**config.mk**
```make
export PLATFORM = sky130hd
export DESIGN_NAME = ppio_top
export DESIGN_NICKNAME = d
export VERILOG_FILES = /design/src/hdl/ppio_pkg.sv /design/src/hdl/ppio_pad_mux.sv /design/src/hdl/ppio_top.sv /design/src/hdl/ppio_wb_slave.sv
export SDC_FILE = /design/constraint.sdc
export NUM_CORES = 2
export LEC_CHECK = 0
export BUFFER_PORTS_ARGS = -buffer_cell sky130_fd_sc_hd__buf_2
export CELL_PAD_IN_SITES_DETAIL_PLACEMENT = 0
export CELL_PAD_IN_SITES_GLOBAL_PLACEMENT = 1
export CORE_UTILIZATION = 35
export DETAILED_ROUTE_END_ITERATION = 8
export PLACE_DENSITY = 0.72
export SKIP_CTS_REPAIR_TIMING = 1
export SYNTH_ARGS = -nofsm -noshare
export SYNTH_HDL_FRONTEND = slang
export SYNTH_SLANG_ARGS = --single-unit
```
**constraint.sdc**
```tcl
create_clock -name clk_i -period 6 [get_ports clk_i]
set_input_delay 0.3 -clock clk_i [delete_from_list [all_inputs] [get_ports clk_i]]
set_output_delay 0.3 -clock clk_i [all_outputs]
set_load 0.02 [all_outputs]
```
**src/hdl/ppio_pkg.sv**
```systemverilog
// Constants and register map of the parallel port block
package ppio_pkg;
  localparam int NPORT = 9;
  localparam int PW = 16;
  localparam int NPIN = NPORT * PW;
  // Register index within a port window
  localparam logic [2:0] REG_LATCH = 3'h0;
  localparam logic [2:0] REG_DIR = 3'h1;
  localparam logic [2:0] REG_OD = 3'h2;
  localparam logic [2:0] REG_ALT = 3'h3;
  localparam logic [2:0] REG_IN = 3'h4;
  localparam logic [2:0] REG_BIT = 3'h5;
  localparam logic [2:0] REG_THR = 3'h6;
  localparam logic [11:0] ADR_EDGE = 12'h200;
  localparam logic [11:0] ADR_MODE = 12'h204;
  // Field positions
  localparam int EDGE_BUS_POS = 0;
  localparam int EDGE_NONBUS_POS = 4;
  localparam int MODE_BUS_POS = 0;
  localparam int MODE_SEG_POS = 1;
  localparam int BITW_VAL_POS = 4;
  // Port capability masks, one bit per port
  localparam logic [8:0] OD_PORTS = 9'h0DC;
  localparam logic [8:0] THR_PORTS = 9'h1CC;
  localparam logic [8:0] IN_ONLY_PORTS = 9'h020;
  localparam int SEG_PORT = 4;
  localparam int SEG_W = 8;
  // Reset values
  localparam logic [15:0] DIR_RST = 16'h0000;
  localparam logic [15:0] LATCH_RST = 16'h0000;
  localparam logic [15:0] OE_N_RST = 16'hFFFF;
  localparam logic [1:0] EDGE_RST = 2'h0;
  localparam logic [1:0] MODE_RST = 2'h0;
endpackage : ppio_pkg

```
**src/hdl/ppio_pad_mux.sv**
```systemverilog
// Per-bit output source select and driver mode for one port
`timescale 1ns/1ps
module ppio_pad_mux (
  input wire logic [15:0] latch_i,
  input wire logic [15:0] dir_i,
  input wire logic [15:0] od_i,
  input wire logic [15:0] alt_i,
  input wire logic [15:0] alt_out_i,
  input wire logic [15:0] alt_oe_i,
  input wire logic [15:0] ovr_en_i,
  input wire logic [15:0] ovr_out_i,
  input wire logic [15:0] ovr_oe_i,
  output logic [15:0] out_o,
  output logic [15:0] oe_n_o
);
  import ppio_pkg::*;

  for (genvar b = 0; b < PW; b++) begin : g_bit
    logic val;
    logic drv;
    logic od;
    // Override (external bus, or segment address on port 4) wins over alternate, alternate over latch
    assign val = ovr_en_i[b] ? ovr_out_i[b] :
                 alt_i[b] ? alt_out_i[b] : latch_i[b];
    assign drv = ovr_en_i[b] ? ovr_oe_i[b] :
                 alt_i[b] ? alt_oe_i[b] : dir_i[b];
    assign od = od_i[b] && !ovr_en_i[b];
    assign out_o[b] = val;
    // Input mode floats; open-drain is ignored under override, otherwise never drives high
    assign oe_n_o[b] = !(drv && !(od && val));
  end
endmodule : ppio_pad_mux

```
**src/hdl/ppio_top.sv**
```systemverilog
// Parallel port block: registers, pin drivers, bus and alternate sharing
//
// Our own choices: the Wishbone slave port and the address map.
`timescale 1ns/1ps
module ppio_top (
  input wire logic clk_i,
  input wire logic rst_i,
  input wire logic wb_cyc_i,
  input wire logic wb_stb_i,
  input wire logic wb_we_i,
  input wire logic [11:0] wb_adr_i,
  input wire logic [3:0] wb_sel_i,
  input wire logic [31:0] wb_dat_i,
  output logic wb_ack_o,
  output logic [31:0] wb_dat_o,
  input wire logic [ppio_pkg::NPIN-1:0] pin_in_i,
  output logic [ppio_pkg::NPIN-1:0] pin_out_o,
  output logic [ppio_pkg::NPIN-1:0] pin_oe_n_o,
  input wire logic [ppio_pkg::NPIN-1:0] alt_out_i,
  input wire logic [ppio_pkg::NPIN-1:0] alt_oe_i,
  input wire logic [31:0] bus_ad_out_i,
  input wire logic [31:0] bus_ad_oe_i,
  input wire logic [ppio_pkg::SEG_W-1:0] seg_addr_i,
  output logic [2*ppio_pkg::NPORT-1:0] thresh_cmos_o,
  output logic edge_bus_slow_o,
  output logic edge_nonbus_slow_o,
  output logic bus_mode_o,
  output logic seg_mode_o
);
  import ppio_pkg::*;

  typedef struct packed {
    logic [NPORT-1:0][PW-1:0] latch;
    logic [NPORT-1:0][PW-1:0] dir;
    logic [NPORT-1:0][PW-1:0] od;
    logic [NPORT-1:0][PW-1:0] alt;
    logic [NPORT-1:0][1:0] thr;
    logic [1:0] edge_sel;
    logic [1:0] mode;
    logic [NPORT-1:0][PW-1:0] pin_out;
    logic [NPORT-1:0][PW-1:0] pin_oe_n;
  } ppio_state_t;

  ppio_state_t s_reg, s_next;
  logic wr_stb;
  logic [31:0] rdata;
  logic [3:0] pidx;
  logic [2:0] ridx;
  logic port_hit;
  logic [NPORT-1:0][PW-1:0] pad_out;
  logic [NPORT-1:0][PW-1:0] pad_oe_n;
  logic [NPORT-1:0][PW-1:0] pin_in;

  assign pidx = wb_adr_i[8:5];
  assign ridx = wb_adr_i[4:2];
  assign port_hit = (wb_adr_i[11:9] == 3'h0) && (pidx < 4'(NPORT));
  assign pin_in = pin_in_i;

  function automatic logic [15:0] merge16(input logic [15:0] old,
                                          input logic [31:0] dat,
                                          input logic [3:0] sel);
    merge16 = old;
    if (sel[0]) begin
      merge16[7:0] = dat[7:0];
    end
    if (sel[1]) begin
      merge16[15:8] = dat[15:8];
    end
  endfunction : merge16

  ppio_wb_slave u_wb (
    .clk_i(clk_i),
    .rst_i(rst_i),
    .wb_cyc_i(wb_cyc_i),
    .wb_stb_i(wb_stb_i),
    .wb_we_i(wb_we_i),
    .rdata_i(rdata),
    .wb_ack_o(wb_ack_o),
    .wb_dat_o(wb_dat_o),
    .wr_stb_o(wr_stb)
  );

  // Read mux; unmapped addresses read as zero
  always_comb begin
    rdata = 32'h0000_0000;
    if (port_hit) begin
      case (ridx)
        REG_LATCH, REG_BIT: rdata[15:0] = s_reg.latch[pidx];
        REG_DIR: rdata[15:0] = s_reg.dir[pidx];
        REG_OD: rdata[15:0] = s_reg.od[pidx];
        REG_ALT: rdata[15:0] = s_reg.alt[pidx];
        REG_IN: rdata[15:0] = pin_in[pidx];
        REG_THR: rdata[1:0] = s_reg.thr[pidx];
        default: rdata = 32'h0000_0000;
      endcase
    end else if (wb_adr_i == ADR_EDGE) begin
      rdata[EDGE_BUS_POS] = s_reg.edge_sel[0];
      rdata[EDGE_NONBUS_POS] = s_reg.edge_sel[1];
    end else if (wb_adr_i == ADR_MODE) begin
      rdata[MODE_BUS_POS] = s_reg.mode[0];
      rdata[MODE_SEG_POS] = s_reg.mode[1];
    end
  end

  for (genvar p = 0; p < NPORT; p++) begin : g_port
    logic [15:0] ovr_en;
    logic [15:0] ovr_out;
    logic [15:0] ovr_oe;
    if (p < 2) begin : g_bus
      assign ovr_en = {PW{s_reg.mode[0]}};
      assign ovr_out = bus_ad_out_i[p*PW +: PW];
      assign ovr_oe = bus_ad_oe_i[p*PW +: PW];
    end else if (p == SEG_PORT) begin : g_seg
      // Segment bits always driven while segmentation is on
      assign ovr_en = {8'h00, {SEG_W{s_reg.mode[1]}}};
      assign ovr_out = {8'h00, seg_addr_i};
      assign ovr_oe = 16'h00FF;
    end else begin : g_none
      assign ovr_en = 16'h0000;
      assign ovr_out = 16'h0000;
      assign ovr_oe = 16'h0000;
    end
    ppio_pad_mux u_pad (
      .latch_i(s_reg.latch[p]),
      .dir_i(s_reg.dir[p]),
      .od_i(s_reg.od[p]),
      .alt_i(s_reg.alt[p]),
      .alt_out_i(alt_out_i[p*PW +: PW]),
      // Input-only port never drives, even from its alternate
      .alt_oe_i(IN_ONLY_PORTS[p] ? 16'h0000 : alt_oe_i[p*PW +: PW]),
      .ovr_en_i(ovr_en),
      .ovr_out_i(ovr_out),
      .ovr_oe_i(ovr_oe),
      .out_o(pad_out[p]),
      .oe_n_o(pad_oe_n[p])
    );
  end

  always_comb begin
    s_next = s_reg;
    if (wr_stb && port_hit) begin
      case (ridx)
        REG_LATCH: begin
          s_next.latch[pidx] = merge16(s_reg.latch[pidx], wb_dat_i, wb_sel_i);
        end
        REG_DIR: begin
          if (!IN_ONLY_PORTS[pidx]) begin
            s_next.dir[pidx] = merge16(s_reg.dir[pidx], wb_dat_i,
                                       wb_sel_i);
          end
        end
        REG_OD: begin
          if (OD_PORTS[pidx]) begin
            s_next.od[pidx] = merge16(s_reg.od[pidx], wb_dat_i,
                                      wb_sel_i);
          end
        end
        REG_ALT: begin
          s_next.alt[pidx] = merge16(s_reg.alt[pidx], wb_dat_i,
                                     wb_sel_i);
        end
        REG_BIT: begin
          if (wb_sel_i[0]) begin
            s_next.latch[pidx][wb_dat_i[3:0]] = wb_dat_i[BITW_VAL_POS];
          end
        end
        REG_THR: begin
          if (THR_PORTS[pidx] && wb_sel_i[0]) begin
            s_next.thr[pidx] = wb_dat_i[1:0];
          end
        end
        default: begin
        end
      endcase
    end else if (wr_stb && wb_adr_i == ADR_EDGE && wb_sel_i[0]) begin
      s_next.edge_sel = {wb_dat_i[EDGE_NONBUS_POS],
                         wb_dat_i[EDGE_BUS_POS]};
    end else if (wr_stb && wb_adr_i == ADR_MODE && wb_sel_i[0]) begin
      s_next.mode = {wb_dat_i[MODE_SEG_POS], wb_dat_i[MODE_BUS_POS]};
    end
    s_next.pin_out = pad_out;
    s_next.pin_oe_n = pad_oe_n;
    if (rst_i) begin
      s_next.latch = {NPORT{LATCH_RST}};
      s_next.dir = {NPORT{DIR_RST}};
      s_next.od = '0;
      s_next.alt = '0;
      s_next.thr = '0;
      s_next.edge_sel = EDGE_RST;
      s_next.mode = MODE_RST;
      s_next.pin_out = '0;
      s_next.pin_oe_n = {NPORT{OE_N_RST}};
    end
  end

  always_ff @(posedge clk_i) begin
    s_reg <= s_next;
  end

  assign pin_out_o = s_reg.pin_out;
  assign pin_oe_n_o = s_reg.pin_oe_n;
  assign thresh_cmos_o = s_reg.thr;
  assign edge_bus_slow_o = s_reg.edge_sel[0];
  assign edge_nonbus_slow_o = s_reg.edge_sel[1];
  assign bus_mode_o = s_reg.mode[0];
  assign seg_mode_o = s_reg.mode[1];
endmodule : ppio_top

```
**src/hdl/ppio_wb_slave.sv**
```systemverilog
// Classic Wishbone slave handshake with registered read data
`timescale 1ns/1ps
module ppio_wb_slave (
  input wire logic clk_i,
  input wire logic rst_i,
  input wire logic wb_cyc_i,
  input wire logic wb_stb_i,
  input wire logic wb_we_i,
  input wire logic [31:0] rdata_i,
  output logic wb_ack_o,
  output logic [31:0] wb_dat_o,
  output logic wr_stb_o
);
  import ppio_pkg::*;

  typedef struct packed {
    logic ack;
    logic [31:0] dat;
  } ppio_wb_state_t;

  ppio_wb_state_t s_reg, s_next;

  always_comb begin
    s_next = s_reg;
    s_next.ack = 1'b0;
    if (wb_cyc_i && wb_stb_i && !s_reg.ack) begin
      s_next.ack = 1'b1;
      s_next.dat = wb_we_i ? 32'h0000_0000 : rdata_i;
    end
    if (rst_i) begin
      s_next = '0;
    end
  end

  always_ff @(posedge clk_i) begin
    s_reg <= s_next;
  end

  // Write lands on the edge where the master sees ack
  assign wr_stb_o = wb_cyc_i && wb_stb_i && wb_we_i && s_reg.ack;
  assign wb_ack_o = s_reg.ack;
  assign wb_dat_o = s_reg.dat;
endmodule : ppio_wb_slave

```
==> results.yml <==
die:
  core_area_um2: 117000
  die_area_um2: 120000
  fp.dieH_um: 346
  start_util: 0.355
  num_rows: 125
  io_pins: 900
  die_w_um: 346
worst_hold_path:
  hold_class: "in2reg"
  whs_endpoint: "pin_oe_n_o[63]$_SDFF_PP1_"
  whs_path_depth: 4
  hold_path_startpoint: "alt_oe_i[63]"
final_layout:
  layout-drive-gt1-share: 0.220
  fillers: 11700
  fin_nets: 6254
  syn2layout_area_growth_pct: 26.8
  multi_input_area_um2: 21300
  fin_util: 0.450
  register_area_um2: 18100
  largest_reg_flops: 576
grt:
  overflow: 0
  grt_pass1_wl_um: 288000
  grt_pass1_vias: 38100
  grt_max_degree: 180
  antenna_found_initial: 28
  track_usage: 0.332
timing:
  fin_setup_tns_ps: 0
  post-route-min-period_ps: 3440
  hold_viol_final: 36
  max-slew-margin-rel: 0.139
  min_period_over_period: 0.574
  setup_violations: 0
  max_freq_mhz: 290
  slew_violations: 0
  rsz0062_at_grt: "no"
  tightest_slew_ps: 1280
  hold_ws_ps: -76.7
  clock_skew_ps: 32.3
worst_setup_path:
  worst-r2r-setup-slack_ps: 2580
  worstPathArrival_ps: 3980
  endpoint_kind: "flop"
  crit_top_cell: "buf_4"
  r2r.worst_path.cells: 6
  worstReg2RegStart: "u_wb.wb_ack_o$_SDFF_PP0_"
  path_class: "in2reg"
  path_cells: "buf_8 -> nor2b_1 -> buf_4 -> o2bb2ai_1 -> a221oi_1 -> a21oi_1 -> o21ai_1 -> buf_4 -> a211oi_1"
  cp_slowest_cell: "a221oi_1"
  path_buf_inv: 3
  critPathRequiredTime_ps: 6530
  critPathTopFamily: "compound AO/OA/AOI/OAI gates"
  r2r_end: "s_reg[846]$_SDFFE_PP0P_"
  critPathLaunchType: "primary input"
  critPathMaxFanout: 61
  cp_slowest_stage_delay_ps: 960
synthesis:
  synth_flop_cell: "dfxtp_1"
  synth_edf_count: 0
  synth_most_common_cell: "dfxtp_1"
  yosysWarnings: 0
  synth_top_area_cell: "dfxtp_1"
  ys_top_cells_by_count: "dfxtp_1, nor2_1, nand2_1"
  ys_types: 78
  syn_inst: 4791
  syn_area_um2: 41400
  synth_seq_cells: 903
  async_reset_ff_frac: 0
  yosysSeqAreaShare: 0.436
  synth.top_cell.area_share: 0.436
  syn_area_per_cell_um2: 8.65
  yosys-top-cells-area: "dfxtp_1, mux2i_1, nor2_1"
pwr:
  clockPowerShare: 0.488
  p_leak_nw: 18.7
  internal_power_mw: 10.4
  combPwrFrac: 0.082
  peakVddDrop_uv: 252
  power_density_nw_per_um2: 265
  seqPwrFrac: 0.431
  swShare: 0.253
  p_switching_mw: 3.53
clock_network:
  clockBufferDepth: 3
  tritoncts: "done"
  htree_levels: 3
  clkTransAtPathRegs_ps: 60
  cts_root_buffer: "clkbuf_16"
  clk_latency_ps: 720
  clock-sinks: 903
  numCtsBuffers: 104
drt:
  vias_per_cell: 5.74
  drtIter0Drc: 5353
  drtAntennaViolNets: 0
  drt-wirelength-per-cell_um: 28.5
  vias: 42000
  wirelength_um: 209000
  firstDrtPassIters: 8
  post-route-drc-count: 0
place:
  gp_congestion: 0.971
  hpwl_um: 159000
  portBuffers: 849
run_status:
  violations: "negative hold slack"
  outcome: "finished with violations"
run:
  drv_cap: 0
==> per-layer routing <==
| layer | routed length [um] | vias to the layer above | global-route usage |
|---|---|---|---|
| li1 | - | 18900 | - |
| met1 | 92300 | 20300 | 0.474 |
| met2 | 85700 | 2415 | 0.472 |
| met3 | 23600 | 307 | 0.101 |
| met4 | 6920 | 28 | 0.105 |
| met5 | 167 | - | 0 |
==> cells by family (layout without fill, tap and decap cells) <==
family,after synthesis,count (layout),synth area share
AO/OA/AOI/OAI,1503,1503,0.227
adder cells (fa/ha/maj),1,1,0.000242
buffers and inverters,490,1471,0.0536
flip-flops,903,903,0.436
multiplexers,526,526,0.142
other,1,24,0.0000905
AND/OR/NAND/NOR,1367,1367,0.140
==> worst register-to-register path, delay by kind of cell, from the launching register on <==
kind,cells,cell delay [ps]
AND/OR/NAND/NOR,4,2380
flip-flops,1,370
AO/OA/AOI/OAI,2,550
==> layout by cell type (no fill, tap or decap), types with 108 or more instances in the layout <==
cell           count
a21oi_1          363
clkbuf_16        108
nor2_1           654
dlygate4sd3_1    215
a22oi_1          121
buf_2            845
nand2_1          478
o21ai_0          413
inv_1            125
a211oi_1         267
dfxtp_1          902
mux2i_1          434
==> power groups by stage <==
stage	logic (mW)	registers, mW	clock network (mW)
2_1_floorplan	0.480	6.13	0
3_3_place_gp	0.989	6.13	0
3_5_place_dp	0.992	6.13	0
4_1_cts	0.995	6.00	6.87
5_1_grt	1.17	5.99	7.10
6_report	1.14	6.00	6.79
==> worst max path at each step <==
stage / from / endpoint / cells past startpoint
final: wb_adr_i[5] / s_reg[315]$_SDFFE_PP0P_ / 9
after CTS: u_wb.wb_ack_o$_SDFF_PP0_ / s_reg[840]$_SDFFE_PP0P_ / 6
after global placement: wb_adr_i[8] / s_reg[497]$_SDFFE_PP0P_ / 9
after global routing: u_wb.wb_ack_o$_SDFF_PP0_ / s_reg[843]$_SDFFE_PP0P_ / 6
after detailed placement: wb_adr_i[8] / s_reg[499]$_SDFFE_PP0P_ / 9
after floorplan: wb_adr_i[5] / s_reg[752]$_SDFFE_PP0P_ / 8
==> area by class of cell <==
class | instances | area share
antenna | 8 | 0.000381
tap | 1524 | 0.0363
sequential | 903 | 0.344
clock inverter | 46 | 0.0111
timing repair buffer | 1146 | 0.136
inverter | 129 | 0.00927
multi-input combinational | 3413 | 0.405
clock buffer | 150 | 0.0581
==> stage by stage <==
stage	total power, mW	cell area (um2)	cells	hold WS, ps	worst slack, ps
after global placement	7.12	46700	6900	438	2120
after floorplan	6.61	41500	4806	425	3870
after detailed placement	7.12	46700	6900	443	2010
after global routing	14.3	52500	7312	-5.00	2400
final	13.9	52500	7319	-76.7	2560
after CTS	13.9	50400	7096	-216	2650
No activity file was read; power rests on OpenSTA's default activity.
